File: config.mk
export PLATFORM = sky130hd
export DESIGN_NAME = input_capture_channel
export DESIGN_NICKNAME = d
export VERILOG_FILES = /design/src/capture_pkg.sv /design/src/capture_fifo.sv /design/src/input_capture_channel.sv
export SDC_FILE = /design/constraint.sdc
export NUM_CORES = 1
export LEC_CHECK = 0
export BUFFER_PORTS_ARGS = -buffer_cell sky130_fd_sc_hd__buf_2
export CAP_MARGIN = 20
export CORE_MARGIN = 4
export CORE_UTILIZATION = 50
export CTS_CLUSTER_DIAMETER = 120
export DETAILED_ROUTE_END_ITERATION = 6
export MAX_ROUTING_LAYER = met4
export PLACE_DENSITY = 0.74
export SLEW_MARGIN = 0
export SYNTH_ARGS = -nofsm -noshare
export SYNTH_HDL_FRONTEND = slang
export SYNTH_HIERARCHICAL = 1
export SYNTH_SLANG_ARGS = --single-unit
File: constraint.sdc
create_clock -name clk_sys -period 4 [get_ports clk_sys]
set_clock_uncertainty 0.2 [all_clocks]
set_input_delay 0.2 -clock clk_sys [delete_from_list [all_inputs] [get_ports clk_sys]]
set_output_delay 0.2 -clock clk_sys [all_outputs]
set_load 0.005 [all_outputs]
File: src/capture_pkg.sv
package capture_pkg;

   // ----------------------------------------------------------------
   // register map (byte addresses)
   // ----------------------------------------------------------------
   localparam logic [3:0] control_addr = 4'h0;
   localparam logic [3:0] buffer_addr = 4'h4;
   localparam logic [3:0] power_addr = 4'h8;

   // ----------------------------------------------------------------
   // control field positions and reset values
   // ----------------------------------------------------------------
   localparam int idle_stop_bit = 13;
   localparam int timebase_bit = 7;
   localparam int per_irq_lsb = 5;
   localparam int overflow_bit = 4;
   localparam int not_empty_bit = 3;
   localparam int mode_lsb = 0;
   localparam logic [15:0] control_reset = 16'h0000;
   localparam logic [15:0] control_write_mask = 16'h20e7;
   localparam logic [1:0] power_reset = 2'h0;

   // ----------------------------------------------------------------
   // mode codes
   // ----------------------------------------------------------------
   localparam logic [2:0] mode_off = 3'h0;
   localparam logic [2:0] mode_every_edge = 3'h1;
   localparam logic [2:0] mode_fall = 3'h2;
   localparam logic [2:0] mode_rise = 3'h3;
   localparam logic [2:0] mode_rise4 = 3'h4;
   localparam logic [2:0] mode_rise16 = 3'h5;
   localparam logic [2:0] mode_reserved = 3'h6;
   localparam logic [2:0] mode_wake = 3'h7;

   localparam logic [3:0] prescale_4_last = 4'h3;
   localparam logic [3:0] prescale_16_last = 4'hf;

   localparam logic [1:0] axi_okay = 2'h0;
   localparam logic [1:0] axi_slverr = 2'h2;

   typedef struct packed {
      logic idle_stop_select;
      logic timebase_select;
      logic [1:0] captures_per_irq;
      logic [2:0] capture_mode_select;
   } control_t;

   typedef struct packed {
      logic sleep_mode;
      logic idle_mode;
   } power_t;

endpackage

File: src/capture_fifo.sv
`timescale 1ns/1ps
`default_nettype none

module capture_fifo
   import capture_pkg::*;
#(
   parameter int width = 16,
   parameter int depth = 4
) (
   input wire logic clk_sys,
   input wire logic resetn,
   input wire logic clear,
   input wire logic push,
   input wire logic [width-1:0] push_data,
   input wire logic pop,
   output logic [width-1:0] head_data,
   output logic not_empty,
   output logic full
);

   localparam int aw = $clog2(depth);

   logic [width-1:0] mem [depth];
   logic [aw-1:0] wr_ptr, rd_ptr, next_wr_ptr, next_rd_ptr;
   logic [aw:0] count, next_count;
   logic do_push, do_pop;

   // ----------------------------------------------------------------
   // pointers
   // ----------------------------------------------------------------
   always_comb begin
      do_push = push && (count != (aw+1)'(depth));
      do_pop = pop && (count != '0);
      next_wr_ptr = wr_ptr;
      next_rd_ptr = rd_ptr;
      next_count = count;
      if (clear) begin
         next_wr_ptr = '0;
         next_rd_ptr = '0;
         next_count = '0;
      end else begin
         if (do_push) next_wr_ptr = (wr_ptr == aw'(depth - 1)) ? '0 : wr_ptr + 1'b1;
         if (do_pop) next_rd_ptr = (rd_ptr == aw'(depth - 1)) ? '0 : rd_ptr + 1'b1;
         next_count = count + (do_push ? 1'b1 : 1'b0) - (do_pop ? 1'b1 : 1'b0);
      end
   end

   always_ff @(posedge clk_sys or negedge resetn) begin
      if (!resetn) begin
         wr_ptr <= '0;
         rd_ptr <= '0;
         count <= '0;
      end else begin
         wr_ptr <= next_wr_ptr;
         rd_ptr <= next_rd_ptr;
         count <= next_count;
      end
   end

   // storage has no reset; head comes out of a register
   always_ff @(posedge clk_sys) begin
      if (do_push && !clear) mem[wr_ptr] <= push_data;
   end

   always_ff @(posedge clk_sys or negedge resetn) begin
      if (!resetn) head_data <= '0;
      else head_data <= mem[next_rd_ptr];
   end

   assign not_empty = (count != '0);
   assign full = (count == (aw+1)'(depth));

endmodule

`default_nettype wire

File: src/input_capture_channel.sv
// Notes on behaviour
// - timebase bit 1 captures timer b count, 0 captures timer c count
// - two-bit field sets interrupt after 1, 2, 3 or 4 captures
// - read-only overflow flag, set on overflow, cleared by hardware, resets 0
// - read-only not-empty flag is 1 while unread captures remain
// - mode 111 is a wake interrupt pin in sleep or idle, no capture
// - mode 111 uses rising edges only and ignores other control bits
// - mode 100 captures on every 4th rising edge
// - mode 011 captures on every rising edge
// - mode 001 captures on every rising and falling edge
// - in mode 001 the per-interrupt field is ignored
// - mode 000 turns the channel off: no capture, no interrupt
// - writable control bits reset to 0, unimplemented bits read 0
`timescale 1ns/1ps
`default_nettype none

module input_capture_channel
   import capture_pkg::*;
#(
   parameter int timer_width = 16,
   parameter int fifo_depth = 4
) (
   input wire logic clk_sys,
   input wire logic resetn,
   input wire logic capture_pin,
   input wire logic [timer_width-1:0] timer_b_count,
   input wire logic [timer_width-1:0] timer_c_count,
   input wire logic [3:0] s_axi_awaddr,
   input wire logic s_axi_awvalid,
   output logic s_axi_awready,
   input wire logic [31:0] s_axi_wdata,
   input wire logic [3:0] s_axi_wstrb,
   input wire logic s_axi_wvalid,
   output logic s_axi_wready,
   output logic [1:0] s_axi_bresp,
   output logic s_axi_bvalid,
   input wire logic s_axi_bready,
   input wire logic [3:0] s_axi_araddr,
   input wire logic s_axi_arvalid,
   output logic s_axi_arready,
   output logic [31:0] s_axi_rdata,
   output logic [1:0] s_axi_rresp,
   output logic s_axi_rvalid,
   input wire logic s_axi_rready,
   output logic capture_irq
);

   // ----------------------------------------------------------------
   // pin synchroniser and edge detection
   // ----------------------------------------------------------------
   logic pin_meta, pin_sync, pin_prev;

   always_ff @(posedge clk_sys or negedge resetn) begin
      if (!resetn) begin
         pin_meta <= 1'b0;
         pin_sync <= 1'b0;
         pin_prev <= 1'b0;
      end else begin
         pin_meta <= capture_pin;
         pin_sync <= pin_meta;
         pin_prev <= pin_sync;
      end
   end

   logic rise, fall;
   assign rise = pin_sync && !pin_prev;
   assign fall = !pin_sync && pin_prev;

   // ----------------------------------------------------------------
   // state
   // ----------------------------------------------------------------
   control_t ctrl, next_ctrl;
   power_t power, next_power;
   logic overflow, next_overflow;
   logic [3:0] prescale, next_prescale;
   logic [1:0] irq_count, next_irq_count;
   logic next_irq;
   logic mode_written;

   logic fifo_push, fifo_pop, fifo_full, fifo_not_empty;
   logic [timer_width-1:0] fifo_head, capture_value;

   // axi state
   logic aw_held, w_held, next_aw_held, next_w_held;
   logic [3:0] aw_addr, next_aw_addr;
   logic [31:0] w_data, next_w_data;
   logic [3:0] w_strb, next_w_strb;
   logic next_bvalid, next_rvalid, next_awready, next_wready, next_arready;
   logic [1:0] next_bresp, next_rresp;
   logic [31:0] next_rdata;
   logic do_write, do_read;

   function automatic logic addr_known(input logic [3:0] a);
      return (a == control_addr) || (a == buffer_addr) || (a == power_addr);
   endfunction

   function automatic logic [15:0] control_word(input control_t c, input logic ov,
                                                input logic ne);
      logic [15:0] w;
      w = 16'h0000;
      w[idle_stop_bit] = c.idle_stop_select;
      w[timebase_bit] = c.timebase_select;
      w[per_irq_lsb +: 2] = c.captures_per_irq;
      w[overflow_bit] = ov;
      w[not_empty_bit] = ne;
      w[mode_lsb +: 3] = c.capture_mode_select;
      return w;
   endfunction

   // ----------------------------------------------------------------
   // register bus
   // ----------------------------------------------------------------
   always_comb begin
      next_aw_held = aw_held;
      next_w_held = w_held;
      next_aw_addr = aw_addr;
      next_w_data = w_data;
      next_w_strb = w_strb;
      next_bvalid = s_axi_bvalid;
      next_bresp = s_axi_bresp;
      next_rvalid = s_axi_rvalid;
      next_rresp = s_axi_rresp;
      next_rdata = s_axi_rdata;
      if (s_axi_awvalid && s_axi_awready) begin
         next_aw_held = 1'b1;
         next_aw_addr = s_axi_awaddr;
      end
      if (s_axi_wvalid && s_axi_wready) begin
         next_w_held = 1'b1;
         next_w_data = s_axi_wdata;
         next_w_strb = s_axi_wstrb;
      end
      do_write = aw_held && w_held && !s_axi_bvalid;
      if (do_write) begin
         next_aw_held = 1'b0;
         next_w_held = 1'b0;
         next_bvalid = 1'b1;
         next_bresp = addr_known(aw_addr) ? axi_okay : axi_slverr;
      end else if (s_axi_bvalid && s_axi_bready) begin
         next_bvalid = 1'b0;
      end
      do_read = s_axi_arvalid && s_axi_arready;
      if (do_read) begin
         next_rvalid = 1'b1;
         next_rresp = axi_okay;
         next_rdata = 32'h0000_0000;
         case (s_axi_araddr)
            control_addr: next_rdata[15:0] = control_word(ctrl, overflow, fifo_not_empty);
            buffer_addr: next_rdata[timer_width-1:0] = fifo_head;
            power_addr: next_rdata[1:0] = power;
            default: next_rresp = axi_slverr;
         endcase
      end else if (s_axi_rvalid && s_axi_rready) begin
         next_rvalid = 1'b0;
      end
      next_awready = !next_aw_held && !next_bvalid;
      next_wready = !next_w_held && !next_bvalid;
      next_arready = !next_rvalid;
   end

   // a buffer read pops the oldest entry
   assign fifo_pop = do_read && (s_axi_araddr == buffer_addr);

   always_ff @(posedge clk_sys or negedge resetn) begin
      if (!resetn) begin
         aw_held <= 1'b0;
         w_held <= 1'b0;
         aw_addr <= 4'h0;
         w_data <= 32'h0000_0000;
         w_strb <= 4'h0;
         s_axi_awready <= 1'b0;
         s_axi_wready <= 1'b0;
         s_axi_arready <= 1'b0;
         s_axi_bvalid <= 1'b0;
         s_axi_bresp <= 2'h0;
         s_axi_rvalid <= 1'b0;
         s_axi_rresp <= 2'h0;
         s_axi_rdata <= 32'h0000_0000;
      end else begin
         aw_held <= next_aw_held;
         w_held <= next_w_held;
         aw_addr <= next_aw_addr;
         w_data <= next_w_data;
         w_strb <= next_w_strb;
         s_axi_awready <= next_awready;
         s_axi_wready <= next_wready;
         s_axi_arready <= next_arready;
         s_axi_bvalid <= next_bvalid;
         s_axi_bresp <= next_bresp;
         s_axi_rvalid <= next_rvalid;
         s_axi_rresp <= next_rresp;
         s_axi_rdata <= next_rdata;
      end
   end

   // ----------------------------------------------------------------
   // control registers and capture engine
   // ----------------------------------------------------------------
   logic [15:0] merged;
   logic halted, mode_on, edge_hit, capture_event, irq_now;

   always_comb begin
      next_ctrl = ctrl;
      next_power = power;
      merged = control_word(ctrl, 1'b0, 1'b0);
      mode_written = 1'b0;
      if (do_write && aw_addr == control_addr) begin
         if (w_strb[0]) merged[7:0] = w_data[7:0];
         if (w_strb[1]) merged[15:8] = w_data[15:8];
         merged = merged & control_write_mask;
         next_ctrl.idle_stop_select = merged[idle_stop_bit];
         next_ctrl.timebase_select = merged[timebase_bit];
         next_ctrl.captures_per_irq = merged[per_irq_lsb +: 2];
         next_ctrl.capture_mode_select = merged[mode_lsb +: 3];
         mode_written = w_strb[0];
      end
      if (do_write && aw_addr == power_addr && w_strb[0]) begin
         next_power = w_data[1:0];
      end
   end

   always_comb begin
      halted = ctrl.idle_stop_select && power.idle_mode;
      mode_on = 1'b0;
      edge_hit = 1'b0;
      next_prescale = prescale;
      case (ctrl.capture_mode_select)
         mode_every_edge: edge_hit = rise || fall;
         mode_fall: edge_hit = fall;
         mode_rise: edge_hit = rise;
         mode_rise4: begin
            if (rise && !halted) begin
               next_prescale = (prescale == prescale_4_last) ? 4'h0 : prescale + 4'h1;
            end
            edge_hit = rise && (prescale == prescale_4_last);
         end
         mode_rise16: begin
            if (rise && !halted) next_prescale = prescale + 4'h1;
            edge_hit = rise && (prescale == prescale_16_last);
         end
         default: edge_hit = 1'b0; // off, reserved and wake modes
      endcase
      mode_on = edge_hit;
      capture_event = mode_on && !halted;
      if (mode_written) next_prescale = 4'h0;
      capture_value = ctrl.timebase_select ? timer_b_count : timer_c_count;
      fifo_push = capture_event && !fifo_full;
      next_overflow = overflow;
      if (capture_event && fifo_full) next_overflow = 1'b1;
      else if (!fifo_not_empty) next_overflow = 1'b0;
      next_irq_count = irq_count;
      irq_now = 1'b0;
      if (ctrl.capture_mode_select == mode_wake) begin
         irq_now = rise && (power.sleep_mode || power.idle_mode);
      end else if (capture_event) begin
         if (ctrl.capture_mode_select == mode_every_edge) begin
            irq_now = 1'b1;
         end else if (irq_count == ctrl.captures_per_irq) begin
            irq_now = 1'b1;
            next_irq_count = 2'h0;
         end else begin
            next_irq_count = irq_count + 2'h1;
         end
      end
      if (mode_written || ctrl.capture_mode_select == mode_off) begin
         next_irq_count = 2'h0;
      end
      next_irq = irq_now;
   end

   always_ff @(posedge clk_sys or negedge resetn) begin
      if (!resetn) begin
         ctrl <= control_t'(7'h00);
         power <= power_reset;
         overflow <= 1'b0;
         prescale <= 4'h0;
         irq_count <= 2'h0;
         capture_irq <= 1'b0;
      end else begin
         ctrl <= next_ctrl;
         power <= next_power;
         overflow <= next_overflow;
         prescale <= next_prescale;
         irq_count <= next_irq_count;
         capture_irq <= next_irq;
      end
   end

   capture_fifo #(
      .width(timer_width),
      .depth(fifo_depth)
   ) u_fifo (
      .clk_sys(clk_sys),
      .resetn(resetn),
      .clear(1'b0),
      .push(fifo_push),
      .push_data(capture_value),
      .pop(fifo_pop),
      .head_data(fifo_head),
      .not_empty(fifo_not_empty),
      .full(fifo_full)
   );

   // ----------------------------------------------------------------
   // checks
   // ----------------------------------------------------------------
   idle_halt_a: assert property (@(posedge clk_sys) disable iff (!resetn)
      (halted && !fifo_not_empty) |=> !fifo_not_empty) else $error("capture while halted");
   overflow_set_a: assert property (@(posedge clk_sys) disable iff (!resetn)
      (capture_event && fifo_full) |=> overflow) else $error("overflow not set");
   not_empty_a: assert property (@(posedge clk_sys) disable iff (!resetn)
      fifo_push |=> fifo_not_empty) else $error("buffer flag stays low");
   off_quiet_a: assert property (@(posedge clk_sys) disable iff (!resetn)
      (ctrl.capture_mode_select == mode_off) |=> !capture_irq || $past(mode_written))
      else $error("interrupt while off");
   wake_nocap_a: assert property (@(posedge clk_sys) disable iff (!resetn)
      (ctrl.capture_mode_select == mode_wake) |-> !fifo_push) else $error("capture in wake mode");
   rise_capture_a: assert property (@(posedge clk_sys) disable iff (!resetn)
      (ctrl.capture_mode_select == mode_rise && rise && !halted && !fifo_full) |-> fifo_push)
      else $error("rising edge missed");
   fall_capture_a: assert property (@(posedge clk_sys) disable iff (!resetn)
      (ctrl.capture_mode_select == mode_fall && rise) |-> !fifo_push)
      else $error("rising edge captured in falling mode");
   each_edge_irq_a: assert property (@(posedge clk_sys) disable iff (!resetn)
      (ctrl.capture_mode_select == mode_every_edge && capture_event) |=> capture_irq)
      else $error("every-edge interrupt missing");
   wake_fall_a: assert property (@(posedge clk_sys) disable iff (!resetn)
      (ctrl.capture_mode_select == mode_wake && fall) |=> !capture_irq)
      else $error("falling edge woke the channel");
   off_nocap_a: assert property (@(posedge clk_sys) disable iff (!resetn)
      (ctrl.capture_mode_select == mode_off) |-> !fifo_push) else $error("capture while off");
   quarter_count_a: assert property (@(posedge clk_sys) disable iff (!resetn)
      (ctrl.capture_mode_select == mode_rise4) |-> (prescale <= prescale_4_last))
      else $error("prescaler passed fourth edge");
   irq_limit_a: assert property (@(posedge clk_sys) disable iff (!resetn)
      irq_count <= ctrl.captures_per_irq) else $error("interrupt counter overran");
   count_restart_a: assert property (@(posedge clk_sys) disable iff (!resetn)
      mode_written |=> (irq_count == 2'h0)) else $error("interrupt counter kept on mode write");

endmodule

`default_nettype wire

After elaboration in Yosys (flattened, before gate mapping)
Memory sizes are Yosys's and may differ from the RTL's. A register that Yosys moved wholly into a read port is not among the register bits.
Index checks and enable logic that the tools add are counted.
- multiplexer cells: 38
- shift operators: 0
- $lt $le $gt $ge: 0
- div/mod/pow operators: 0
- reduce and logical (&&, ||, !) cells: 51
- bitwise gates (word level): 0
- multipliers: 0
- $add $sub $neg: 6
- equal/unequal tests: 22
- operator list (kind ; count):
    case mux 14 bit (2 select lines) ; 1
    logical AND 1 bit ; 25
    two-way mux 2 bit ; 10
    two-way mux 1 bit ; 19
    two-way mux 16 bit ; 1
    two-way mux 4 bit ; 4
    equality test 3 bit (second input constant) ; 4
    equality test 4 bit (second input constant) ; 3
    logical NOT 1 bit ; 10
    != test 3 bit (second input constant) ; 3
    equality test 4 x 3 -> 1 bit (second input constant) ; 2
    logical NOT 4 bit ; 2
    case mux 4 bit (2 select lines) ; 1
    adder 2 x 1 -> 2 bit (second input constant) ; 3
    equality test 3 x 2 -> 1 bit (second input constant) ; 2
    != test 2 x 1 -> 1 bit (second input constant) ; 3
    case mux 2 bit (3 select lines) ; 1
    AND reduction 3 bit ; 2
    nonzero test 3 bit ; 2
    logical OR 1 bit ; 5
    case mux 1 bit (5 select lines) ; 1
    adder 4 x 1 -> 4 bit (second input constant) ; 1
    equality test 2 bit (second input constant) ; 2
    equality test 4 x 2 -> 1 bit (second input constant) ; 1
    other kinds (8) ; 9
- output and inout port bits: 42
- logic and storage cells: 147
- memory bits (read-only): 0
- RAM bits: 64
- bits in latches: 0
- bits of input ports: 84
- memories: 1
- register bits: 74
- memories (memory ; words ; width ; rd ports ; clocked after Yosys merged registers in ; wr ports ; line ; text):
    u_fifo.mem ; 4 ; 16 ; 1 ; 1 ; 1 ; capture_fifo.sv:23 ; logic [width-1:0] mem [depth];

Depth between registers and ports, before layout
- depth after elaboration: 10
- depth in mapped cells: 15
- mapped depth without buffers: 15

By module
Netlist, hierarchy kept.
- modules (own cells, without submodules) (module ; cells each ; times used ; sequential area each (um^2) ; area each (um^2)):
    capture_fifo ; 149 ; 1 ; 2497.4 ; 3221.8
    input_capture_channel ; 244 ; 1 ; 1451.4 ; 2900.3

Worst setup path before layout
No wires, ideal clock.
- path kind: reg-to-reg
- from: register pin_sync
- to: register u_fifo.count[2]
- buffers on the path: 0
- clock period less this slack: 2941 ps
- data arrival time: 2655 ps
- data required time: 3714 ps
- library setup time: 86 ps
- stages on the path, launching flop included: 15
- slack: 1059 ps
- cells stage by stage: dfrtp_1 inv_1 ha_1 o32a_1 a21o_1 nor2_1 nand2_1 ha_1 inv_1 ha_1 inv_1 fa_1 xor2_1 and2_1 nor3_1
- word-level cells in the longest chain between the ends: 10
- elaborated cells between the ends (all ways): 13
- classes of those cells: add/sub: 2; mux: 2; reduce/logical: 9
- ends and longest elaborated chain (element ; line ; text):
    from (decl) ; input_capture_channel.sv:51 ; logic pin_meta, pin_sync, pin_prev;
    from (signal assigned) ; input_capture_channel.sv:60 ; pin_sync <= pin_meta;
    logical NOT 1 bit ; input_capture_channel.sv:67 ; assign fall = !pin_sync && pin_prev;
    logical AND 1 bit ; input_capture_channel.sv:67 ;
    logical OR 1 bit ; input_capture_channel.sv:228 ; mode_every_edge: edge_hit = rise || fall;
    case mux 1 bit (5 select lines) * ; input_capture_channel.sv:227 ; case (ctrl.capture_mode_select)
    logical AND 1 bit * ; input_capture_channel.sv:244 ; capture_event = mode_on && !halted;
    logical AND 1 bit * ; input_capture_channel.sv:247 ; fifo_push = capture_event && !fifo_full;
    named net fifo_push ; input_capture_channel.sv:80 ; logic fifo_push, fifo_pop, fifo_full, fifo_not_empty;
    logical AND 1 bit * ; capture_fifo.sv:32 ; do_push = push && (count != (aw+1)'(depth));
    two-way mux 1 bit * ; capture_fifo.sv:44 ; next_count = count + (do_push ? 1'b1 : 1'b0) - (do_pop ? 1'b1 : 1'b0);
    adder 3 bit * ; capture_fifo.sv:44 ;
    subtractor 3 bit * ; capture_fifo.sv:44 ;
    named net u_fifo.next_count[2] ; capture_fifo.sv:25 ; logic [aw:0] count, next_count;
    to (signal assigned) ; capture_fifo.sv:56 ; count <= next_count;
    to (decl) ; capture_fifo.sv:25 ;
The timed path passes the listed nets; every way through them passes the cells marked *.
A chain may end at the register's enable or synchronous reset.

Worst setup path in the final report
- from: input s_axi_araddr[1]
- to: register u_fifo.count[2]
- word-level cells in the longest chain between the ends: 5
- ends and longest elaborated chain (element ; line ; text):
    from (decl) ; input_capture_channel.sv:38 ; input wire logic [3:0] s_axi_araddr,
    equality test 4 x 3 -> 1 bit ; input_capture_channel.sv:162 ; assign fifo_pop = do_read && (s_axi_araddr == buffer_addr);
    logical AND 1 bit ; input_capture_channel.sv:162 ;
    named net fifo_pop ; input_capture_channel.sv:80 ;
    logical AND 1 bit ; capture_fifo.sv:33 ; do_pop = pop && (count != '0);
    two-way mux 1 bit ; capture_fifo.sv:44 ;
    subtractor 3 bit ; capture_fifo.sv:44 ;
    named net u_fifo.next_count[2] ; capture_fifo.sv:25 ;
The timed path passes the listed nets, and every way through them passes these cells.

==> results.yml <==
yosys:
  synthCells: 393
  yosysTopAreaCellShare_pct: 33.1
  yosysUniqueCellTypes: 59
  synth.top_cells.by_count: "dfrtp_1, edfxtp_1, mux2_2"
  ys_ff_latch: 145
  syn_area_sq_um: 6120
  synth_top_cells_by_area: "dfrtp_1, edfxtp_1, mux2_2"
  synth-async-reset-ratio_pct: 55.9
  synth_edf_count: 64
  synth_warnings: 6
  syn_avg_cell_area_sq_um: 15.6
  yosysSeqAreaShare_pct: 64.5
  synth.most_common_cell: "dfrtp_1"
  synth_top_cell_by_area: "dfrtp_1"
  ys.flop_type: "dfrtp_1"
global_route:
  grt_pass1_wl_um: 20100
  grt_max_degree: 82
  track_usage_pct: 18.8
  grt_pass1_vias: 3979
  grt_antenna_before_repair: 0
  globalRouteOverflowTotal: 0
clock_network:
  post_cts_buffers: 0
  tritoncts: "done"
  worstSkewPairLatency_ns: 0.41
  hold_buffers: 56
  clk_pin_slew_ns: 0.06
  root_buffer: "clkbuf_16"
  clock_sinks: 145
  cts_buffers: 17
  cts-htree-levels: 4
  cts_repair_resize_count: 0
  cts.path.max_buffers: 2
drt:
  finalWirelength_um: 12200
  route.detailed.drc: 0
  vias_per_cell: 5.28
  vias: 3719
  routedWlPerCell_um: 17.4
  drt_first_pass_iters: 4
  met2_length_um: 6440
  ant_nets: 0
  dr.max_layer_used: "met4"
  met3_length_um: 499
  initialDrtViolationCount: 177
  wl_met1_um: 5170
critical_path:
  worstPathRequired_ns: 4.12
  cp_slowest_cell: "or4_1"
  cpPeakStageDelay_ns: 0.69
  crit_type: "input pin to flip-flop"
  cp-start-kind: "input pin"
  r2r-end: "u_fifo/count[2]$_DFF_PN0_"
  path_buf_inv: 4
  arrival_ns: 3.41
  cp-end-kind: "flip-flop"
  path_max_fanout: 10
  r2r_slack_ns: 0.81
  critPathTopFamily: "simple AND/OR/NAND/NOR gates"
  cp_cell_sequence: "dlygate4sd3_1 -> buf_2 -> or4_1 -> nor2_4 -> o31a_1 -> ha_1 -> inv_1 -> ha_1 -> inv_1 -> fa_1 -> xor2_1 -> and2_1 -> nor3_1"
  ff2ff_path_depth: 14
  regToRegStartpoint: "pin_sync$_DFF_PN0_"
min_path:
  holdPathEnd: "s_axi_rdata[0]$_DFFE_PN0P_"
  holdPathStages: 3
  worstHoldStart: "s_axi_araddr[3]"
  hp-class: "input pin to flip-flop"
timing:
  finalSetupViolCount: 0
  worstMarginPinSlew_ns: 0.853
  drv_slew: 0
  fmax_ghz: 0.305
  slew_headroom_pct: 43.1
  finalCriticalPeriod_ns: 3.28
  hold_violations: 0
  grt_setup_unrepaired: "no"
  fin_ws_ns: 0.719
  holdWs_ns: 0.0308
  fin_tns_setup_ns: 0
  fin_crit_sh_pct: 82.0
job:
  maxCapViolCount: 0
layout:
  layout-drive-gt1-share_pct: 32.9
  nets: 639
  num_antenna_cells: 0
  n_fill_cell: 826
  multiInputGateArea_sq_um: 1970
  area_growth_pct: 26.3
  seqCellArea_sq_um: 3950
floorplanning:
  ioPinCount: 126
  die_area_sq_um: 14100
  core-area_sq_um: 12000
  rows: 40
  start_util_pct: 51.0
  die_x_um: 119
  die_h_um: 119
placement:
  gp_congestion: 0.777
  port_buffers: 80
  place_ws_ns: 0.827
  dp_hpwl_um: 7570
pwr:
  vdd_drop_max_v: 0.000362
  power.density_nw_per_um2: 535
  leakagePower_nw: 3.25
status:
  status: "completed"
worst max path at each step:
| stage | depth (start not counted) | end | slack [ns] | startpoint |
|---|---|---|---|---|
| 5_1_grt | 13 | u_fifo/count[2]$_DFF_PN0_ | 0.62 | s_axi_araddr[1] |
| 3_3_place_gp | 12 | u_fifo/count[2]$_DFF_PN0_ | 0.87 | s_axi_araddr[3] |
| 2_1_floorplan | 14 | u_fifo/count[2]$_DFF_PN0_ | 1.06 | pin_sync$_DFF_PN0_ |
| 6_report | 13 | u_fifo/count[2]$_DFF_PN0_ | 0.72 | s_axi_araddr[1] |
| 3_5_place_dp | 12 | u_fifo/count[2]$_DFF_PN0_ | 0.83 | s_axi_araddr[3] |
| 4_1_cts | 13 | u_fifo/count[2]$_DFF_PN0_ | 0.74 | s_axi_araddr[1] |
where the power goes:
part	internal (W)	total (W)	switching [W]
Clock	0.000834	0.00145	0.000613
Sequential	0.00179	0.00198	0.000184
Combinational	0.000402	0.000716	0.000314
registers in the layout, summed over array words and instances (netlist names), 2 cells and up:
name	flops
u_fifo/head_data	16
w_data	7
prescale	4
irq_count	2
s_axi_rdata	16
u_fifo/wr_ptr	2
w_strb	2
aw_addr	4
power	2
u_fifo/rd_ptr	2
u_fifo/count	3
ctrl	7
u_fifo/mem	64
per-stage QoR:
step / std cells / power (W) / area (sq um) / utilization, %
after global routing: 704 / 0.00433 / 7730 / 64.4
after global placement: 614 / 0.00258 / 6600 / 54.9
after detailed placement: 614 / 0.00263 / 6600 / 54.9
final: 704 / 0.00414 / 7730 / 64.4
after floorplan: 411 / 0.00242 / 6190 / -
after CTS: 702 / 0.00415 / 7700 / 64.1
tightest hold or removal path: cells and delay by family:
kind	cells	cell delay (ns)
compound gates	2	0.28
buf+inv	1	0.11
kinds of logic (layout without fill, tap and decap cells):
kind of cell / count (synthesis) / count (layout) / share of synthesized area, %
buffers and inverters: 42 / 188 / 4.35
other: 1 / 19 / 0.0613
multiplexers: 67 / 67 / 15.3
XOR/XNOR: 4 / 4 / 0.572
flip-flops: 145 / 145 / 64.5
adder cells (fa/ha/maj): 11 / 11 / 2.37
AND/OR/NAND/NOR: 78 / 78 / 7.26
AO/OA/AOI/OAI: 45 / 45 / 5.56
area by class of cell:
cell class,count,share of cell area (%)
sequential,145,51.1
timing repair buffer,143,13.4
tap,147,2.38
multi-input combinational,224,25.5
clock inverter,11,1.02
clock buffer,21,5.97
inverter,13,0.631
cells in the final DEF (no fill, tap or decap), types with 2 or more instances in the layout:
cell type and instances:
a2111oi_0 2, a21oi_1 7, a22o_1 9, and2_1 7, and3_1 3, buf_2 79
buf_4 6, clkbuf_1 3, clkbuf_16 18, clkinv_2 2, clkinvlp_4 2, conb_1 19
dfrtp_1 81, dlygate4sd3_1 57, edfxtp_1 64, ha_1 10, inv_1 13, inv_4 2
inv_6 2, mux2_2 34, mux2_4 5, mux2i_1 12, mux4_2 16, nand2_1 20
nand2b_1 2, nand3_1 2, nor2_1 14, nor2b_1 6, nor3_1 6, nor3b_1 2
o21ai_0 13, or4_1 2, xnor2_1 2, xor2_1 2
routing by layer:
layer	vias up	track usage, %
li1	1721	-
met1	1884	22.6
met2	99	31.6
met3	15	4.69
met4	0	5.94
met5	-	-
(Power assumes the default switching activity.)
